<file path="src/rtl/pfs_pkg.sv">
// package: register map, field layout and carrier types of the pin function selector
package pfs_pkg;

	localparam int REG_W = 16;
	localparam int NUM_REGS = 4;
	localparam int NUM_PINS = 10;

	// printed offsets are register indices; byte address is four times the index
	localparam logic [31:0] PA_LOW_SEL2_IDX = 32'hFFFF838E;
	localparam logic [31:0] PB_DIR_IDX = 32'hFFFF8394;
	localparam logic [31:0] PB_SEL1_IDX = 32'hFFFF8398;
	localparam logic [31:0] PB_SEL2_IDX = 32'hFFFF839A;
	localparam logic [31:0] PA_LOW_SEL2_ADDR = PA_LOW_SEL2_IDX << 2;
	localparam logic [31:0] PB_DIR_ADDR = PB_DIR_IDX << 2;
	localparam logic [31:0] PB_SEL1_ADDR = PB_SEL1_IDX << 2;
	localparam logic [31:0] PB_SEL2_ADDR = PB_SEL2_IDX << 2;

	// storage slots
	localparam logic [1:0] SLOT_PA_SEL2 = 2'h0;
	localparam logic [1:0] SLOT_PB_DIR = 2'h1;
	localparam logic [1:0] SLOT_PB_SEL1 = 2'h2;
	localparam logic [1:0] SLOT_PB_SEL2 = 2'h3;

	// writable bits; the rest read as zero
	localparam logic [15:0] PA_SEL2_MASK = 16'hFD75;
	localparam logic [15:0] PB_DIR_MASK = 16'h03FF;
	localparam logic [15:0] PB_SEL1_MASK = 16'h000F;
	localparam logic [15:0] PB_SEL2_MASK = 16'hFFF5;
	localparam logic [15:0] REG_RESET = 16'h0000;

	// field positions (low bit of each field)
	localparam int A7_POS = 14;
	localparam int A6_POS = 12;
	localparam int A5_POS = 10;
	localparam int A4_POS = 8;
	localparam int A3_POS = 6;
	localparam int A2_POS = 4;
	localparam int A1_POS = 2;
	localparam int A0_POS = 0;
	localparam int B9_POS = 2;
	localparam int B8_POS = 0;
	localparam int B9_DIR_POS = 9;
	localparam int B8_DIR_POS = 8;

	// pin slots in the pin vectors: A0..A7 then B8, B9
	localparam int PIN_B8 = 8;
	localparam int PIN_B9 = 9;

	// two-bit selection codes
	localparam logic [1:0] SEL_GPIO = 2'h0;
	localparam logic [1:0] SEL_FN1 = 2'h1;
	localparam logic [1:0] SEL_FN2 = 2'h2;
	localparam logic [1:0] SEL_FN3 = 2'h3;

	localparam logic [1:0] HTRANS_NONSEQ = 2'h2;
	localparam logic HRESP_OKAY = 1'b0;

	typedef struct packed {
		logic [NUM_PINS-1:0] out;
		logic [NUM_PINS-1:0] oe;
	} pfs_pin_drive_s;

	// peripheral-facing levels taken from the pins
	typedef struct packed {
		logic timerExtClockA;
		logic timerExtClockB;
		logic serial0Clock;
		logic serial1Clock;
		logic serial0Receive;
		logic serial1Receive;
		logic dmaRequest0;
		logic dmaRequest1;
		logic interruptRequest0;
		logic interruptRequest1;
		logic interruptRequest6;
		logic interruptRequest7;
		logic waitRequest;
		logic [NUM_PINS-1:0] gpioIn;
	} pfs_periph_in_s;

	// levels the peripherals want on the pins
	typedef struct packed {
		logic chipSelect2;
		logic chipSelect3;
		logic serial0Clock;
		logic serial0ClockOe;
		logic serial1Clock;
		logic serial1ClockOe;
		logic serial0Transmit;
		logic serial1Transmit;
		logic addressLine20;
		logic addressLine21;
	} pfs_periph_out_s;

endpackage

</file>
<file path="src/rtl/pfs_pin_select.sv">
// pin function selector for port A pins 0..7 and port B pins 8, 9
// Summary of operation
// RULE_01: pin A7 field 15:14 selects GPIO, timer clock B, chip select 3, reserved.
// RULE_02: pin A6 field 13:12 selects GPIO, timer clock A, chip select 2, reserved.
// RULE_03: pin A5 field 11:10 selects GPIO, serial1 clock, DMA request 1, interrupt 1.
// RULE_04: pin A4 bit 8 selects GPIO or serial1 transmit output.
// RULE_05: pin A3 bit 6 selects GPIO or serial1 receive input.
// RULE_06: pin A2 field 5:4 selects GPIO, serial0 clock, DMA request 0, interrupt 0.
// RULE_07: pin A1 bit 2 selects GPIO or serial0 transmit output.
// RULE_08: pin A0 bit 0 selects GPIO or serial0 receive input.
// RULE_09: pin B9 field 3:2 selects GPIO, interrupt 7, address line 21, reserved.
// RULE_10: pin B8 field 1:0 selects GPIO, interrupt 6, address line 20, wait input.
// RULE_11: all selection fields reset to zero, so every pin starts as GPIO.
// RULE_12: single-chip mode keeps chip select, DMA and address selections as GPIO.
// RULE_13: single-chip mode keeps pin B8 GPIO for address 20 or wait selections.
// RULE_14: reserved codes are not for software; reserved bits read zero, ignore writes.
// RULE_15: port B direction bit 1 makes GPIO an output, 0 input; resets input.
//
// The AHB-Lite slave port is this design's own decision.
`timescale 1ns/10ps
module pfs_pin_select
	import pfs_pkg::*;
#(
	parameter int PIN_COUNT = 10
) (
	// clock and reset
	input wire logic clk,
	input wire logic reset,
	// ahb-lite slave
	input wire logic hsel,
	input wire logic [31:0] haddr,
	input wire logic [1:0] htrans,
	input wire logic hwrite,
	input wire logic [2:0] hsize,
	input wire logic [31:0] hwdata,
	input wire logic hready,
	output logic hreadyout,
	output logic [31:0] hrdata,
	output logic hresp,
	// operating mode
	input wire logic singleChipMode,
	// general i/o data and port A direction from the port logic
	input wire logic [7:0] portAOut,
	input wire logic [7:0] portADir,
	input wire logic [1:0] portBOut,
	// peripheral side
	input wire pfs_pkg::pfs_periph_out_s periphOut,
	output pfs_pkg::pfs_periph_in_s periphIn,
	// package pins
	input wire logic [pfs_pkg::NUM_PINS-1:0] pinIn,
	output pfs_pkg::pfs_pin_drive_s pinDrive
);
	import pfs_pkg::*;

	// elaboration guard: routing is written for exactly ten pins
	if (PIN_COUNT != NUM_PINS) begin : g_badPinCount
		$error("pfs_pin_select serves exactly ten pins");
	end

	logic [REG_W-1:0] regs_reg [NUM_REGS];
	logic dataPhase_reg;
	logic dataWrite_reg;
	logic [1:0] dataSlot_reg;
	logic dataHit_reg;

	logic addrHit_next;
	logic [1:0] addrSlot_next;
	logic [REG_W-1:0] rdValue_next;
	logic takeAddr;

	pfs_pin_drive_s pinDrive_next;
	pfs_periph_in_s periphIn_next;

	logic [1:0] selA7, selA6, selA5, selA2, selB9, selB8;
	logic selA4, selA3, selA1, selA0;
	logic [PIN_COUNT-1:0] gpioOut;
	logic [PIN_COUNT-1:0] gpioDir;

	function automatic logic [REG_W-1:0] slot_mask(input logic [1:0] slot);
		logic [REG_W-1:0] m;
		m = PB_SEL2_MASK;
		if (slot == SLOT_PA_SEL2) begin
			m = PA_SEL2_MASK;
		end else if (slot == SLOT_PB_DIR) begin
			m = PB_DIR_MASK;
		end else if (slot == SLOT_PB_SEL1) begin
			m = PB_SEL1_MASK;
		end
		return m;
	endfunction

	// address phase decode
	assign takeAddr = hsel && hready && (htrans == HTRANS_NONSEQ || htrans == 2'h3);

	always_comb begin
		addrHit_next = 1'b1;
		addrSlot_next = SLOT_PB_SEL2;
		if (haddr == PA_LOW_SEL2_ADDR) begin
			addrSlot_next = SLOT_PA_SEL2;
		end else if (haddr == PB_DIR_ADDR) begin
			addrSlot_next = SLOT_PB_DIR;
		end else if (haddr == PB_SEL1_ADDR) begin
			addrSlot_next = SLOT_PB_SEL1;
		end else if (haddr == PB_SEL2_ADDR) begin
			addrSlot_next = SLOT_PB_SEL2;
		end else begin
			addrHit_next = 1'b0;
		end
	end

	// read value; a write in its data phase is forwarded to a read right behind it
	always_comb begin
		rdValue_next = regs_reg[addrSlot_next];
		if (dataPhase_reg && dataWrite_reg && dataHit_reg && dataSlot_reg == addrSlot_next) begin
			rdValue_next = hwdata[REG_W-1:0] & slot_mask(addrSlot_next); // RULE_14
		end
		if (!addrHit_next) begin
			rdValue_next = '0;
		end
	end

	always_ff @(posedge clk or posedge reset) begin
		if (reset) begin
			dataPhase_reg <= 1'b0;
			dataWrite_reg <= 1'b0;
			dataSlot_reg <= SLOT_PA_SEL2;
			dataHit_reg <= 1'b0;
		end else if (hready) begin
			dataPhase_reg <= takeAddr;
			dataWrite_reg <= takeAddr && hwrite;
			dataSlot_reg <= addrSlot_next;
			dataHit_reg <= takeAddr && addrHit_next;
		end
	end

	// zero-wait slave, always okay
	always_ff @(posedge clk or posedge reset) begin
		if (reset) begin
			hreadyout <= 1'b1;
			hresp <= HRESP_OKAY;
			hrdata <= 32'h00000000;
		end else begin
			hreadyout <= 1'b1;
			hresp <= HRESP_OKAY;
			if (takeAddr && !hwrite) begin
				hrdata <= {16'h0000, rdValue_next};
			end
		end
	end

	// register storage
	always_ff @(posedge clk or posedge reset) begin
		if (reset) begin
			for (int i = 0; i < NUM_REGS; i++) begin
				regs_reg[i] <= REG_RESET; // RULE_11 RULE_15
			end
		end else if (dataPhase_reg && dataWrite_reg && dataHit_reg) begin
			regs_reg[dataSlot_reg] <= hwdata[REG_W-1:0] & slot_mask(dataSlot_reg); // RULE_14
		end
	end

	// field extraction
	always_comb begin
		selA7 = regs_reg[SLOT_PA_SEL2][A7_POS +: 2];
		selA6 = regs_reg[SLOT_PA_SEL2][A6_POS +: 2];
		selA5 = regs_reg[SLOT_PA_SEL2][A5_POS +: 2];
		selA4 = regs_reg[SLOT_PA_SEL2][A4_POS];
		selA3 = regs_reg[SLOT_PA_SEL2][A3_POS];
		selA2 = regs_reg[SLOT_PA_SEL2][A2_POS +: 2];
		selA1 = regs_reg[SLOT_PA_SEL2][A1_POS];
		selA0 = regs_reg[SLOT_PA_SEL2][A0_POS];
		selB9 = regs_reg[SLOT_PB_SEL1][B9_POS +: 2];
		selB8 = regs_reg[SLOT_PB_SEL1][B8_POS +: 2];
	end

	assign gpioOut = {portBOut, portAOut};
	// port B general i/o direction from the direction register
	assign gpioDir = {regs_reg[SLOT_PB_DIR][B9_DIR_POS], regs_reg[SLOT_PB_DIR][B8_DIR_POS],
		portADir}; // RULE_15

	// pin routing; unselected peripheral inputs idle high
	always_comb begin
		pinDrive_next.out = gpioOut;
		pinDrive_next.oe = gpioDir;
		periphIn_next = '1;
		periphIn_next.gpioIn = pinIn;

		case (selA7)
			SEL_FN1: begin
				pinDrive_next.oe[7] = 1'b0; // RULE_01
				periphIn_next.timerExtClockB = pinIn[7];
			end
			SEL_FN2: begin
				if (!singleChipMode) begin // RULE_12
					pinDrive_next.out[7] = periphOut.chipSelect3; // RULE_01
					pinDrive_next.oe[7] = 1'b1;
				end
			end
			default: begin
			end
		endcase

		case (selA6)
			SEL_FN1: begin
				pinDrive_next.oe[6] = 1'b0; // RULE_02
				periphIn_next.timerExtClockA = pinIn[6];
			end
			SEL_FN2: begin
				if (!singleChipMode) begin // RULE_12
					pinDrive_next.out[6] = periphOut.chipSelect2; // RULE_02
					pinDrive_next.oe[6] = 1'b1;
				end
			end
			default: begin
			end
		endcase

		case (selA5)
			SEL_FN1: begin
				pinDrive_next.out[5] = periphOut.serial1Clock; // RULE_03
				pinDrive_next.oe[5] = periphOut.serial1ClockOe;
				periphIn_next.serial1Clock = pinIn[5];
			end
			SEL_FN2: begin
				if (!singleChipMode) begin // RULE_12
					pinDrive_next.oe[5] = 1'b0; // RULE_03
					periphIn_next.dmaRequest1 = pinIn[5];
				end
			end
			SEL_FN3: begin
				pinDrive_next.oe[5] = 1'b0; // RULE_03
				periphIn_next.interruptRequest1 = pinIn[5];
			end
			default: begin
			end
		endcase

		if (selA4) begin
			pinDrive_next.out[4] = periphOut.serial1Transmit; // RULE_04
			pinDrive_next.oe[4] = 1'b1;
		end
		if (selA3) begin
			pinDrive_next.oe[3] = 1'b0; // RULE_05
			periphIn_next.serial1Receive = pinIn[3];
		end

		case (selA2)
			SEL_FN1: begin
				pinDrive_next.out[2] = periphOut.serial0Clock; // RULE_06
				pinDrive_next.oe[2] = periphOut.serial0ClockOe;
				periphIn_next.serial0Clock = pinIn[2];
			end
			SEL_FN2: begin
				if (!singleChipMode) begin // RULE_12
					pinDrive_next.oe[2] = 1'b0; // RULE_06
					periphIn_next.dmaRequest0 = pinIn[2];
				end
			end
			SEL_FN3: begin
				pinDrive_next.oe[2] = 1'b0; // RULE_06
				periphIn_next.interruptRequest0 = pinIn[2];
			end
			default: begin
			end
		endcase

		if (selA1) begin
			pinDrive_next.out[1] = periphOut.serial0Transmit; // RULE_07
			pinDrive_next.oe[1] = 1'b1;
		end
		if (selA0) begin
			pinDrive_next.oe[0] = 1'b0; // RULE_08
			periphIn_next.serial0Receive = pinIn[0];
		end

		case (selB9)
			SEL_FN1: begin
				pinDrive_next.oe[PIN_B9] = 1'b0; // RULE_09
				periphIn_next.interruptRequest7 = pinIn[PIN_B9];
			end
			SEL_FN2: begin
				if (!singleChipMode) begin // RULE_12
					pinDrive_next.out[PIN_B9] = periphOut.addressLine21; // RULE_09
					pinDrive_next.oe[PIN_B9] = 1'b1;
				end
			end
			default: begin
			end
		endcase

		case (selB8)
			SEL_FN1: begin
				pinDrive_next.oe[PIN_B8] = 1'b0; // RULE_10
				periphIn_next.interruptRequest6 = pinIn[PIN_B8];
			end
			SEL_FN2: begin
				if (!singleChipMode) begin // RULE_13
					pinDrive_next.out[PIN_B8] = periphOut.addressLine20; // RULE_10
					pinDrive_next.oe[PIN_B8] = 1'b1;
				end
			end
			SEL_FN3: begin
				if (!singleChipMode) begin // RULE_13
					pinDrive_next.oe[PIN_B8] = 1'b0; // RULE_10
					periphIn_next.waitRequest = pinIn[PIN_B8];
				end
			end
			default: begin
			end
		endcase
	end

	// registered pin and peripheral outputs
	always_ff @(posedge clk or posedge reset) begin
		if (reset) begin
			pinDrive <= '0;
			periphIn <= '1;
		end else begin
			pinDrive <= pinDrive_next;
			periphIn <= periphIn_next;
		end
	end

endmodule // pfs_pin_select

</file>
<file path="config.mk">
export PLATFORM = sky130hd
export DESIGN_NAME = pfs_pin_select
export DESIGN_NICKNAME = d
export VERILOG_FILES = /design/src/rtl/pfs_pkg.sv /design/src/rtl/pfs_pin_select.sv
export SDC_FILE = /design/constraint.sdc
export NUM_CORES = 1
export LEC_CHECK = 0
export ABC_AREA = 1
export BUFFER_PORTS_ARGS = -buffer_cell sky130_fd_sc_hd__buf_2
export CAP_MARGIN = 15
export CORE_UTILIZATION = 30
export CTS_CLUSTER_SIZE = 10
export DETAILED_ROUTE_END_ITERATION = 8
export GPL_ROUTABILITY_DRIVEN = 0
export GPL_TIMING_DRIVEN = 0
export PLACE_DENSITY = 0.62
export SLEW_MARGIN = 20
export SYNTH_ARGS = -nofsm -noshare
export SYNTH_HDL_FRONTEND = slang
export SYNTH_SLANG_ARGS = --single-unit
</file>
<file path="constraint.sdc">
create_clock -name clk -period 5.6 [get_ports clk]
set_clock_uncertainty 0.1 [all_clocks]
set_input_delay 1.12 -clock clk [delete_from_list [all_inputs] [get_ports clk]]
set_output_delay 1.12 -clock clk [all_outputs]
set_load 0.1 [all_outputs]
</file>
Yosys cells after proc, flatten, opt, wreduce, memory -nomap -nowiden

Cells that the tools add are included.

Register bits after elaboration: 128
Input bits: 113
Output and inout bits: 77
Word-level logic and storage cells: 139

Order comparisons: 3
Equality and inequality tests: 26
Muxes and demuxes: 68
Bitwise logic cells: 4
Reduce and logical (&&, ||, !) cells: 13

Operators by type and width:

| kind                                                     | number |
|---|---|
| two-way mux 16 bit                                       | 13 |
| equality test 32 bit, second input constant              | 4 |
| bitwise mux 64 bit                                       | 1 |
| two-way mux 1 bit                                        | 44 |
| bitwise AND 16 bit                                       | 2 |
| binary-select mux 16 bit (select 2 bit)                  | 1 |
| demux 16 bit (select 2 bit)                              | 1 |
| equality test 2 bit, second input constant               | 13 |
| equality test 2 x 1 -> 1 bit, second input constant      | 8 |
| logical AND 1 bit                                        | 9 |
| case mux 1 bit (3 select lines)                          | 3 |
| greater-or-equal comparator 3 bit, second input constant | 2 |
| NOT 2 -> 3 bit                                           | 2 |
| case mux 1 bit (2 select lines)                          | 3 |
| zero test 2 bit                                          | 2 |
| two-way mux 2 bit                                        | 2 |
| < comparator 3 x 1 -> 1 bit, second input constant       | 1 |
| equality test 2 bit                                      | 1 |
| zero test 1 bit                                          | 1 |
| logical OR 1 bit                                         | 1 |

Longest topological paths before layout

Gate-level depths: netlist of the first run.

Depth in word-level cells: 12
Gate-level depth with buffers: 15
Depth with buffers taken out: 15

Worst setup path before layout of the first run

Ideal clock, no wire load.

Kind: in2reg
From: input haddr[16]
To: register hrdata[1]
Setup time: 120 ps
Arrival time: 2,692 ps
Data required time: 5,380 ps
Path slack: 2,688 ps
Stages: 15
Buffers on the path: 1
Cell sequence: inv_1 nand2_1 nor2_1 nand2_1 nor2_8 nand2_1 nand2_4 inv_2 buf_2 ha_1 inv_1 nand2_1 nand3_1 nand3_1 nand2_1

Elaborated cells on any way between the ends: 27
Classes of those cells: 7 x eq/ne; 16 x mux; 2 x bitwise; 2 x reduce/logical

RTL lines:

| element                | line                  | text |
|---|---|---|
| start, declared        | pfs_pin_select.sv:31  | `input wire logic [31:0] haddr,` |
| equality test 32 bit   | pfs_pin_select.sv:100 | `end else if (haddr == PB_DIR_ADDR) begin` |
| two-way mux 2 bit      | pfs_pin_select.sv:100 |  |
| two-way mux 2 bit (*)  | pfs_pin_select.sv:98  | `if (haddr == PA_LOW_SEL2_ADDR) begin` |
| via addrSlot_next[1]   | pfs_pin_select.sv:67  | `logic [1:0] addrSlot_next;` |
| equality test 2 bit    | pfs_pin_select.sv:86  | `end else if (slot == SLOT_PB_SEL1) begin` |
| two-way mux 16 bit     | pfs_pin_select.sv:86  |  |
| two-way mux 16 bit     | pfs_pin_select.sv:84  | `end else if (slot == SLOT_PB_DIR) begin` |
| two-way mux 16 bit     | pfs_pin_select.sv:82  | `if (slot == SLOT_PA_SEL2) begin` |
| two-way mux 16 bit     | pfs_pin_select.sv:114 | `if (dataPhase_reg && dataWrite_reg && dataHit_reg && dataSlot_reg == addrSlot_next) begin` |
| bitwise AND 16 bit     | pfs_pin_select.sv:115 | `rdValue_next = hwdata[REG_W-1:0] & slot_mask(addrSlot_next);` |
| two-way mux 16 bit (*) | pfs_pin_select.sv:114 |  |
| two-way mux 16 bit (*) | pfs_pin_select.sv:117 | `if (!addrHit_next) begin` |
| end signal, assigned   | pfs_pin_select.sv:146 | `hrdata <= {16'h0000, rdValue_next};` |
| end, declared          | pfs_pin_select.sv:38  | `output logic [31:0] hrdata,` |

Mark *: on every way through the listed nets, which the timed path passes. The rest lies on a longest branch. The select of a mux whose other input is x is not followed.
A chain may end at the register's enable or synchronous reset.

Final worst setup path of the first run

Ends and elaborated chain as after synthesis.

==> results of run 1 <==
## metrics by stage
stage               hold slack, ns  setup WS [ns]  instances  util, %  TNS [ns]
finish                      0.3745          2.623       1266    39.25         0
global route                0.3969          2.448       1266    39.25         0
CTS                         0.3790          2.628       1266    39.25         0
detailed placement          0.3604          2.197       1234    36.72         0
global placement            0.3558        -0.6166       1233    36.54    -63.60
floorplan                   0.3161          1.005        812        -         0
## critical path: cells and delay by family
kind | cells | cell delay, ns
and+or+nand+nor | 10 | 1.06
adders and majority gates | 1 | 0.44
buffers and inverters | 5 | 0.55
## worst min path at each step
stage / startpoint / endpoint / slack [ns] / cells after the start
2_1_floorplan: regs_reg[58] / periphIn[13] / 0.32 / 1
3_3_place_gp: regs_reg[52] / periphIn[14] / 0.36 / 1
3_5_place_dp: hrdata[12] / hrdata[12] / 0.36 / 2
4_1_cts: hrdata[4] / hrdata[4] / 0.38 / 2
5_1_grt: hrdata[1] / hrdata[1] / 0.40 / 2
6_report: regs_reg[54] / periphIn[17] / 0.37 / 1
## cells by family after synthesis
kind of cell    count (synthesis)  share of synthesized area (%)
mux                             7                          1.194
compound gates                 51                          4.059
other cells                     2                         0.1194
buf+inv                       128                          9.093
fa+ha+maj                      12                          2.388
flops                         128                          51.39
simple gates                  468                          31.75
## area by class of cell
cell class	instances	area [sq um]	area share, %
multi-input combinational	556	2545	31.84
tap	270	337.8	4.227
clock inverter	6	36.28	0.4540
inverter	84	322.8	4.039
timing repair buffer	152	783.3	9.800
clock buffer	26	479.2	5.996
sequential	128	3232	40.44
buffer	44	256.5	3.209
## cell usage in the layout, fill, tap and decap left out, drive strengths merged, types with 5 or more instances in the layout
master and n:
nand4 8, clkbuf 45, ha 12, nand2 334
buf 177, clkinv 5, nand3 80, dfrtp 105
inv 84, nor2 38, conb 18, dfstp 23
o21ai 51
## power by group
group / leakage, nW / internal (W) / switching [W]
sequential: 1.33 / 0.000942 / 0.00000391
clock: 0.252 / 0.000586 / 0.000387
combinational: 2.79 / 0.0000549 / 0.000205
total: 4.37 / 0.00158 / 0.000596
## routing by layer
metal	wire, um	global-route usage, %	vias up
met5	0	0	-
met4	260	5.573	0
met3	854	3.137	19
met2	6604	22.32	178
met1	8019	22.14	2410
li1	-	-	2805
==> results.py, run 1 <==
metrics = {
    "sta": {
        "setup_violations": 0,
        "period_minus_slack_ns": 2.977,
        "rsz0062_at_grt": "false",
        "period_share_pct": 53.16,
        "slew_viol_final": 0,
        "max_freq_ghz": 0.3359,
        "max-slew-margin-rel_pct": 65.74,
        "hold_viol": 0,
        "worstMarginPinSlew_ns": 0.5140,
    },
    "synth": {
        "yosys-top-cells-area": "dfrtp_1, nand2_1, dfstp_2",
        "synth.most_common_cell": "nand2_1",
        "ys_async_sr_fraction_pct": 100.0,
        "syn-cell-area_sq_um": 6289,
        "synth-edff-count": 0,
        "synth_cells": 796,
        "synth.avg_cell_area_sq_um": 7.900,
        "yosys.area.top_type": "dfrtp_1",
        "netlist.area_leader.share_pct": 41.78,
        "synthTopCellsByCount": "nand2_1, dfrtp_1, nand3_1",
        "ys_types": 28,
        "ys.flop_type": "dfrtp_1",
        "ys_ff_latch": 128,
        "yosys_warnings": 0,
        "ys_seq_area_share_pct": 51.39,
    },
    "die": {
        "die-area_sq_um": 21540,
        "placement_rows": 52,
        "num_io_pins": 190,
        "core_area_sq_um": 20360,
        "start_util_pct": 30.88,
        "die_x_um": 146.8,
        "die_y_um": 146.8,
    },
    "global_route": {
        "grt_pass1_vias": 5066,
        "grt_max_degree": 102,
        "grt-ovfl-total": 0,
        "grt_pass1_wl_mm": 25.65,
        "track_usage_pct": 15.27,
        "grt_antenna_before_repair": 0,
    },
    "critical_path": {
        "reg2regPathDepth": 6,
        "worstSetupPathType": "in2reg",
        "crit_path_max_fanout": 10,
        "crit_start": "haddr[16]",
        "rr_endpoint": "regs_reg[53]",
        "cp-endpoint": "hrdata[1]",
        "worstPathArrival_ns": 3.18,
        "cp-end-kind": "flip-flop",
        "path_cells": "buf_2 -> inv_1 -> nand2_1 -> nor2_1 -> nand2_1 -> nor2_8 -> nand3_4 -> nand2_4 -> inv_2 -> buf_2 -> ha_1 -> inv_1 -> nand2_1 -> nand3_1 -> nand3_1 -> nand2_1",
        "worst_path_max_delay_cell": "ha_1",
        "r2r_setup_slack_ns": 3.52,
        "critical-path-max-stage-delay_ns": 0.44,
        "required_ns": 5.80,
        "cp-start-kind": "input pin",
        "worst_path_most_repeated_cell": "nand2_1",
        "crit-reg2reg-launch": "dataSlot_reg[0]",
    },
    "flow_run": {
        "drv_cap": 0,
    },
    "placement": {
        "dp_hpwl_mm": 11.97,
        "placed_cell_area_sq_um": 7477,
        "io_buffers": 151,
    },
    "clock_network": {
        "clockBufferDepth": 2,
        "htreeDepth": 4,
        "cts_buffers": 17,
        "clock-sinks": 128,
        "postCtsSetupBuffers": 0,
        "ctsHoldBuffers": 0,
        "cts_tree": "done",
        "clk_pin_slew_worst_paths_ns": 0.06,
        "clock-root-buffer": "clkbuf_16",
        "post_cts_resized": 0,
        "clock_latency_ns": 0.41,
    },
    "pwr": {
        "finalPower_w": 0.002179,
        "irDropWorstVdd_mv": 0.2050,
        "cellPowerDensity_nw_per_um2": 272.7,
        "p_leak_nw": 4.374,
    },
    "worst_hold_path": {
        "hold_class": "reg2reg",
    },
    "final_layout": {
        "drive_gt1_share_pct": 25.80,
        "diodes": 0,
        "fill_cells": 2070,
        "design_area_sq_um": 7993,
        "largest_register_ffs": 62,
        "syn_to_final_growth_pct": 27.10,
        "fin_nets": 1108,
    },
    "routing": {
        "drt-total-wl_mm": 15.74,
        "firstDrtPassIters": 4,
        "vias": 5412,
        "final_antenna_net_count": 0,
        "drcViolationCount": 0,
        "drt_iter0_markers": 311,
        "vias_per_cell": 4.275,
        "avgRoutedWirePerCell_um": 12.43,
    },
    "outcome": {
        "status": "finished clean",
    },
}
No activity file was read; power rests on OpenSTA's default activity.
==> inputs of run 2 (changes only) <==
--- a/config.mk
+++ b/config.mk
@@ -5,7 +5,7 @@
 export SDC_FILE = /design/constraint.sdc
 export NUM_CORES = 1
 export LEC_CHECK = 0
-export ABC_AREA = 1
+export ABC_AREA = 0
 export BUFFER_PORTS_ARGS = -buffer_cell sky130_fd_sc_hd__buf_2
 export CAP_MARGIN = 15
 export CORE_UTILIZATION = 30
@@ -13,7 +13,7 @@
 export DETAILED_ROUTE_END_ITERATION = 8
 export GPL_ROUTABILITY_DRIVEN = 0
 export GPL_TIMING_DRIVEN = 0
-export PLACE_DENSITY = 0.62
+export PLACE_DENSITY = 0.65
 export SLEW_MARGIN = 20
 export SYNTH_ARGS = -nofsm -noshare
 export SYNTH_HDL_FRONTEND = slang
==> constraint.sdc (replaced) <==
create_clock -name clk -period 2.7 [get_ports clk]
set_clock_uncertainty 0.1 [all_clocks]
set_input_delay 0.54 -clock clk [delete_from_list [all_inputs] [get_ports clk]]
set_output_delay 0.54 -clock clk [all_outputs]
set_load 0.1 [all_outputs]
==> run 2 against run 1 <==
Flip-flop and latch count unchanged. Die area down 9.2%. Synthesized area down 9.4%. Register-to-register slack worse by 3.1 ns. Worst setup slack worse by 2.6 ns. Critical path type unchanged. Largest cell class unchanged. Largest power group unchanged.
==> results.py, run 2 <==
metrics = {
    "sta": {
        "timing.hold.ws_ns": 0.04584,
        "max_freq_ghz": 0.3772,
        "max-slew-margin-rel_pct": 55.72,
        "worstMarginPinSlew_ns": 0.6642,
        "period_share_pct": 98.19,
        "hold_viol": 0,
        "setup_violations": 0,
        "fin_ws_ns": 0.04891,
        "slew_viol_final": 0,
        "period_minus_slack_ns": 2.651,
    },
    "pwr": {
        "finalPower_w": 0.004714,
        "p_leak_nw": 3.770,
        "irDropWorstVdd_mv": 0.3357,
        "cellPowerDensity_nw_per_um2": 615.7,
    },
    "placement": {
        "dp.cells": 940,
        "dp_hpwl_mm": 11.57,
        "io_buffers": 150,
        "pre_cts_ws_ns": -0.9875,
    },
    "synth": {
        "ys_ff_latch": 128,
        "netlist.area_leader.share_pct": 46.10,
        "ys_async_sr_fraction_pct": 100.0,
        "synth.avg_cell_area_sq_um": 10.65,
        "ys.flop_type": "dfrtp_1",
        "synth.most_common_cell": "nand2_1",
        "ys_seq_area_share_pct": 56.71,
        "yosys.area.top_type": "dfrtp_1",
        "ys_types": 50,
        "syn-cell-area_sq_um": 5699,
        "synthTopCellsByCount": "nand2_1, dfrtp_1, o21ai_0",
        "synth_cells": 535,
        "synth-edff-count": 0,
        "yosys_warnings": 0,
        "yosys-top-cells-area": "dfrtp_1, dfstp_2, nand2_1",
    },
    "die": {
        "die_y_um": 139.8,
        "die_x_um": 139.8,
        "placement_rows": 50,
        "num_io_pins": 190,
        "core_area_sq_um": 18640,
        "start_util_pct": 30.57,
        "die-area_sq_um": 19550,
    },
    "worst_hold_path": {
        "hold_class": "in2async",
    },
    "clock_network": {
        "cts_buffers": 17,
        "htreeDepth": 4,
        "clock-root-buffer": "clkbuf_16",
        "cts_tree": "done",
        "clockBufferDepth": 2,
        "clock-sinks": 128,
        "clk_pin_slew_worst_paths_ns": 0.06,
        "clock_latency_ns": 0.42,
    },
    "critical_path": {
        "critical-path-max-stage-delay_ns": 0.54,
        "worstSetupPathType": "in2reg",
        "crit_start": "haddr[12]",
        "worstPathArrival_ns": 2.90,
        "path_cells": "buf_2 -> or4b_4 -> nor4_4 -> buf_4 -> o211ai_4 -> inv_2 -> o32ai_4 -> a2111o_1 -> buf_2 -> o21ai_1",
        "cp-start-kind": "input pin",
        "required_ns": 2.95,
        "crit_path_max_fanout": 7,
        "worst_path_most_repeated_cell": "buf_2",
        "cp-end-kind": "flip-flop",
        "crit-reg2reg-launch": "dataSlot_reg[0]",
        "worst_path_max_delay_cell": "or4b_4",
    },
    "final_layout": {
        "syn_to_final_growth_pct": 34.34,
        "final_cell_mix": "buf_2, nand2_1, dfrtp_1",
        "largest_register_ffs": 62,
        "drive_gt1_share_pct": 37.57,
        "finalNonFillerCells": 983,
        "fin_nets": 860,
        "layout_commonest_cell": "buf_2",
    },
    "global_route": {
        "grt-ovfl-total": 0,
        "grt_antenna_before_repair": 1,
        "grt_pass1_vias": 4662,
        "grt_pass1_wl_mm": 25.06,
        "track_usage_pct": 17.09,
        "grt_max_degree": 32,
    },
    "routing": {
        "drcViolationCount": 0,
        "drt-total-wl_mm": 16.25,
        "firstDrtPassIters": 5,
        "final_antenna_net_count": 0,
        "vias_per_cell": 4.849,
        "drt_iter0_markers": 404,
        "vias": 4767,
        "avgRoutedWirePerCell_um": 16.54,
    },
    "flow_run": {
        "drv_cap": 0,
    },
    "outcome": {
        "status": "finished clean",
    },
}
==> run 2: critical path: cells and delay by family <==
kind,cells,cell delay (ns)
buffers and inverters,4,0.66
AO/OA/AOI/OAI,4,0.89
AND/OR/NAND/NOR,2,0.81
==> run 2: cell type report <==
cell class / instances / area [sq um]
flip-flops and latches: 128 / 3232
clock inverters: 15 / 133.9
fillers: 1837 / 10990
inverters: 14 / 56.30
well taps: 234 / 292.8
repair buffers: 165 / 945.9
multi-input cells: 367 / 2320
clock buffers: 17 / 425.4
diodes: 1 / 2.502
plain buffers: 42 / 247.7
==> run 2: final timing paths <==
kind                           endpoint  slack, ns  cells after the start
hold / removal             regs_reg[29]       0.05                      2
setup reg to reg              hrdata[1]       0.46                      7
max in group asynchronous  regs_reg[16]       1.78                      4
hold reg to reg             dataHit_reg       0.37                      2
setup / recovery              hrdata[1]       0.05                     10
min in group clk            periphIn[0]       0.12                      1
==> run 2: what timing repair did <==
action	in CTS	in global routing
pin swaps	3	7
buffers inserted	3	6
cloned	0	1
endpoints found under the setup margin	16	16
gates resized for setup	6	14
hold buffers	0	0
==> run 2: stage by stage <==
step	cell area, sq um	setup TNS [ns]	util (%)
after CTS	7551	0	40.50
after global placement	6820	-56.17	36.58
after detailed placement	6943	-13.51	37.24
after global routing	7656	-0.1440	41.07
after floorplan	5777	0	-
final	7656	0	41.07
==> run 2: power by group <==
part / leakage, nW / switching (W) / internal (W)
registers: 1.35 / 0.0000115 / 0.00196
clock network: 0.271 / 0.000915 / 0.00127
logic: 2.15 / 0.000419 / 0.000135
==> run 2: cell families after synthesis <==
logic type	share of synthesized area, %
buf+inv	5.005
fa+ha+maj	2.634
xor+xnor	0.1537
flops	56.71
other cells	0.1318
simple gates	17.41
mux	3.161
compound gates	14.80
==> run 2: routing by layer <==
metal  GRT usage [%]  vias to the layer above  part of all wire, %
li1                -                     2257                    -
met1           20.04                     2295                   41
met2           28.89                      182                   50
met3           4.783                       33                  6.3
met4           7.981                        0                  3.0
met5               0                        -                    0
==> inputs of run 3 (changes only) <==
--- a/config.mk
+++ b/config.mk
@@ -8,12 +8,13 @@
 export ABC_AREA = 0
 export BUFFER_PORTS_ARGS = -buffer_cell sky130_fd_sc_hd__buf_2
 export CAP_MARGIN = 15
-export CORE_UTILIZATION = 30
+export CORE_UTILIZATION = 35
 export CTS_CLUSTER_SIZE = 10
 export DETAILED_ROUTE_END_ITERATION = 8
 export GPL_ROUTABILITY_DRIVEN = 0
 export GPL_TIMING_DRIVEN = 0
-export PLACE_DENSITY = 0.65
+export PLACE_DENSITY = 0.72
+export REMOVE_ABC_BUFFERS = 1
 export SLEW_MARGIN = 20
 export SYNTH_ARGS = -nofsm -noshare
 export SYNTH_HDL_FRONTEND = slang
==> constraint.sdc (replaced) <==
create_clock -name clk -period 2.24 [get_ports clk]
set_clock_uncertainty 0.1 [all_clocks]
set_input_delay 0.448 -clock clk [delete_from_list [all_inputs] [get_ports clk]]
set_output_delay 0.448 -clock clk [all_outputs]
set_load 0.1 [all_outputs]
==> run 3 against run 2 <==
The flow now finishes with violations (negative setup slack). Sequential share of layout area grew 1.1 points. Hold slack lost 0.016 ns. Count of clock-buffer cells in the layout grew 5. Worst setup slack lost 0.13 ns. First-iteration DRC count shrank 12%. Combinational power grew 12%. Via count shrank 4.2%. Clock power grew 22%. Final area shrank 2.6%. Non-clock buffer count shrank 36. Critical path type unchanged.
==> results.py, run 3 (synthesis results as in run 2) <==
metrics = {
    "outcome": {
        "violations": "negative setup slack",
        "status": "finished, violations left",
    },
    "global_route": {
        "grt_max_degree": 99,
        "track_usage_pct": 18.23,
        "grt_antenna_before_repair": 0,
        "grt-ovfl-total": 0,
        "grt_pass1_vias": 4434,
        "grt_pass1_wl_mm": 22.72,
    },
    "critical_path": {
        "worst_path_max_delay_cell": "or4b_4",
        "rr_endpoint": "hrdata[8]",
        "required_ns": 2.48,
        "r2r_setup_slack_ns": 0.12,
        "crit_path_max_fanout": 9,
        "crit-reg2reg-launch": "dataSlot_reg[0]",
        "worst_path_most_repeated_cell": "buf_6",
        "worstSetupPathType": "in2reg",
        "path_cells": "buf_6 -> or4b_4 -> nor4_4 -> buf_4 -> o211ai_4 -> inv_2 -> o32ai_4 -> a2111o_2 -> buf_6 -> o21ai_1",
        "cp-end-kind": "flip-flop",
        "critical-path-max-stage-delay_ns": 0.53,
        "reg2regPathDepth": 7,
        "worstPathArrival_ns": 2.56,
        "cp-start-kind": "input pin",
    },
    "clock_network": {
        "clock-sinks": 128,
        "htreeDepth": 4,
        "clk_pin_slew_worst_paths_ns": 0.05,
        "cts_buffers": 17,
        "clock_latency_ns": 0.42,
        "clockBufferDepth": 2,
        "cts_tree": "done",
        "clock-root-buffer": "clkbuf_16",
    },
    "die": {
        "die_x_um": 129.6,
        "core_area_sq_um": 15890,
        "die-area_sq_um": 16800,
        "placement_rows": 46,
        "die_y_um": 129.6,
        "start_util_pct": 35.88,
        "num_io_pins": 190,
    },
    "routing": {
        "firstDrtPassIters": 5,
        "vias": 4567,
        "drcViolationCount": 0,
        "drt-total-wl_mm": 14.54,
        "vias_per_cell": 4.921,
        "final_antenna_net_count": 0,
        "drt_iter0_markers": 354,
        "avgRoutedWirePerCell_um": 15.67,
    },
    "sta": {
        "max-slew-margin-rel_pct": 35.04,
        "worstMarginPinSlew_ns": 0.9721,
        "period_share_pct": 103.6,
        "fin_setup_tns_ns": -1.062,
        "fin_ws_ns": -0.07953,
        "period_minus_slack_ns": 2.320,
        "hold_viol": 0,
        "setup_violations": 16,
        "rsz0062_at_grt": "true",
        "slew_viol_final": 0,
        "max_freq_ghz": 0.4311,
        "timing.hold.ws_ns": 0.02948,
    },
    "pwr": {
        "internal-power_w": 0.004178,
        "p_sw_share_pct": 26.42,
        "power.switching_w": 0.001500,
        "finalPower_w": 0.005679,
        "cellPowerDensity_nw_per_um2": 761.8,
        "combPwrFrac_pct": 10.9,
        "p_leak_nw": 3.666,
        "irDropWorstVdd_mv": 0.5701,
        "p_clk_share_pct": 47.2,
        "power_frac_seq_pct": 41.8,
    },
    "worst_hold_path": {
        "min_path_cells": 1,
        "min_to": "periphIn[1]",
        "hold_class": "in2reg",
        "hold_path.startpoint": "pinIn[1]",
    },
    "placement": {
        "dp.cells": 883,
        "io_buffers": 151,
        "dp_hpwl_mm": 9.577,
    },
    "final_layout": {
        "fill_cells": 1542,
        "largest_register_ffs": 62,
        "drive_gt1_share_pct": 37.64,
        "final_cell_mix": "buf_2, dfrtp_1, nand2_1",
        "fin_nets": 824,
        "diodes": 0,
        "finalNonFillerCells": 928,
        "layout_commonest_cell": "buf_2",
        "syn_to_final_growth_pct": 30.80,
    },
    "flow_run": {
        "drv_cap": 0,
    },
}
run 3: changes by cell type in the layout (fill, tap and decap cells not counted), moves of 2 or more:
cell	delta
buf_6	+3
clkbuf_2	-3
clkbuf_8	+2
nand2_2	+3
o21ai_0	-5
buf_4	-15
inv_6	-5
nand2_1	-3
buf_16	-2
clkbuf_1	-15
o21ai_2	+5
run 3: power by group through the flow:
stage	Clock, W	Combinational (W)	Sequential, W
detailed placement	0	0.000623	0.00242
floorplan	0	0.000232	0.00264
finish	0.00268	0.000620	0.00238
global placement	0	0.000609	0.00242
CTS	0.00275	0.000627	0.00238
global route	0.00284	0.000656	0.00238
run 3: what timing repair did:
action,CTS,global route
pin swaps,7,3
cloned,0,0
endpoints found under the hold margin,13,0
resized for setup,24,4
buffers inserted,11,1
endpoints found under the setup margin,18,34
hold buffers,1,0
run 3: area by class of cell:
class,count,area (sq um),area share [%]
flip-flops and latches,128,3232,43.35
multi-input cells,367,2347,31.49
repair buffers,171,969.7,13.01
clock buffers,22,464.2,6.227
well taps,216,270.3,3.625
clock inverters,10,111.4,1.494
inverters,14,60.06,0.8056
run 3: worst max-delay path by stage:
stage / startpoint / end / slack (ns) / depth (start not counted)
finish: haddr[12] / hrdata[8] / -0.08 / 10
global route: haddr[12] / hrdata[8] / -0.15 / 10
CTS: haddr[12] / hrdata[8] / -0.12 / 10
detailed placement: haddr[3] / hrdata[10] / -1.53 / 8
floorplan: reset / dataHit_reg / -1.68 / 1
global placement: reset / pinDrive[15] / -3.23 / 2
run 3: per-layer routing:
layer / track usage [%] / vias to the layer above / part of all wire [%]
met1: 23.09 / 2191 / 44
li1: - / 2180 / -
met2: 30.23 / 183 / 48
met4: 6.361 / 0 / 1.0
met3: 4.624 / 13 / 6.1
met5: 0 / - / 0
run 3: stage by stage:
step | cell area [sq um] | setup WS, ns | utilization [%]
after detailed placement | 6676 | -1.527 | 42.03
after CTS | 7420 | -0.1158 | 46.71
after global routing | 7455 | -0.1523 | 46.93
after global placement | 6553 | -3.228 | 41.25
final | 7455 | -0.07953 | 46.93
after floorplan | 5527 | -1.683 | -
run 3: worst max-delay path, delay by kind of cell:
family,cells,cell delay (ns)
buffers and inverters,4,0.56
AO/OA/AOI/OAI,4,0.78
AND/OR/NAND/NOR,2,0.77
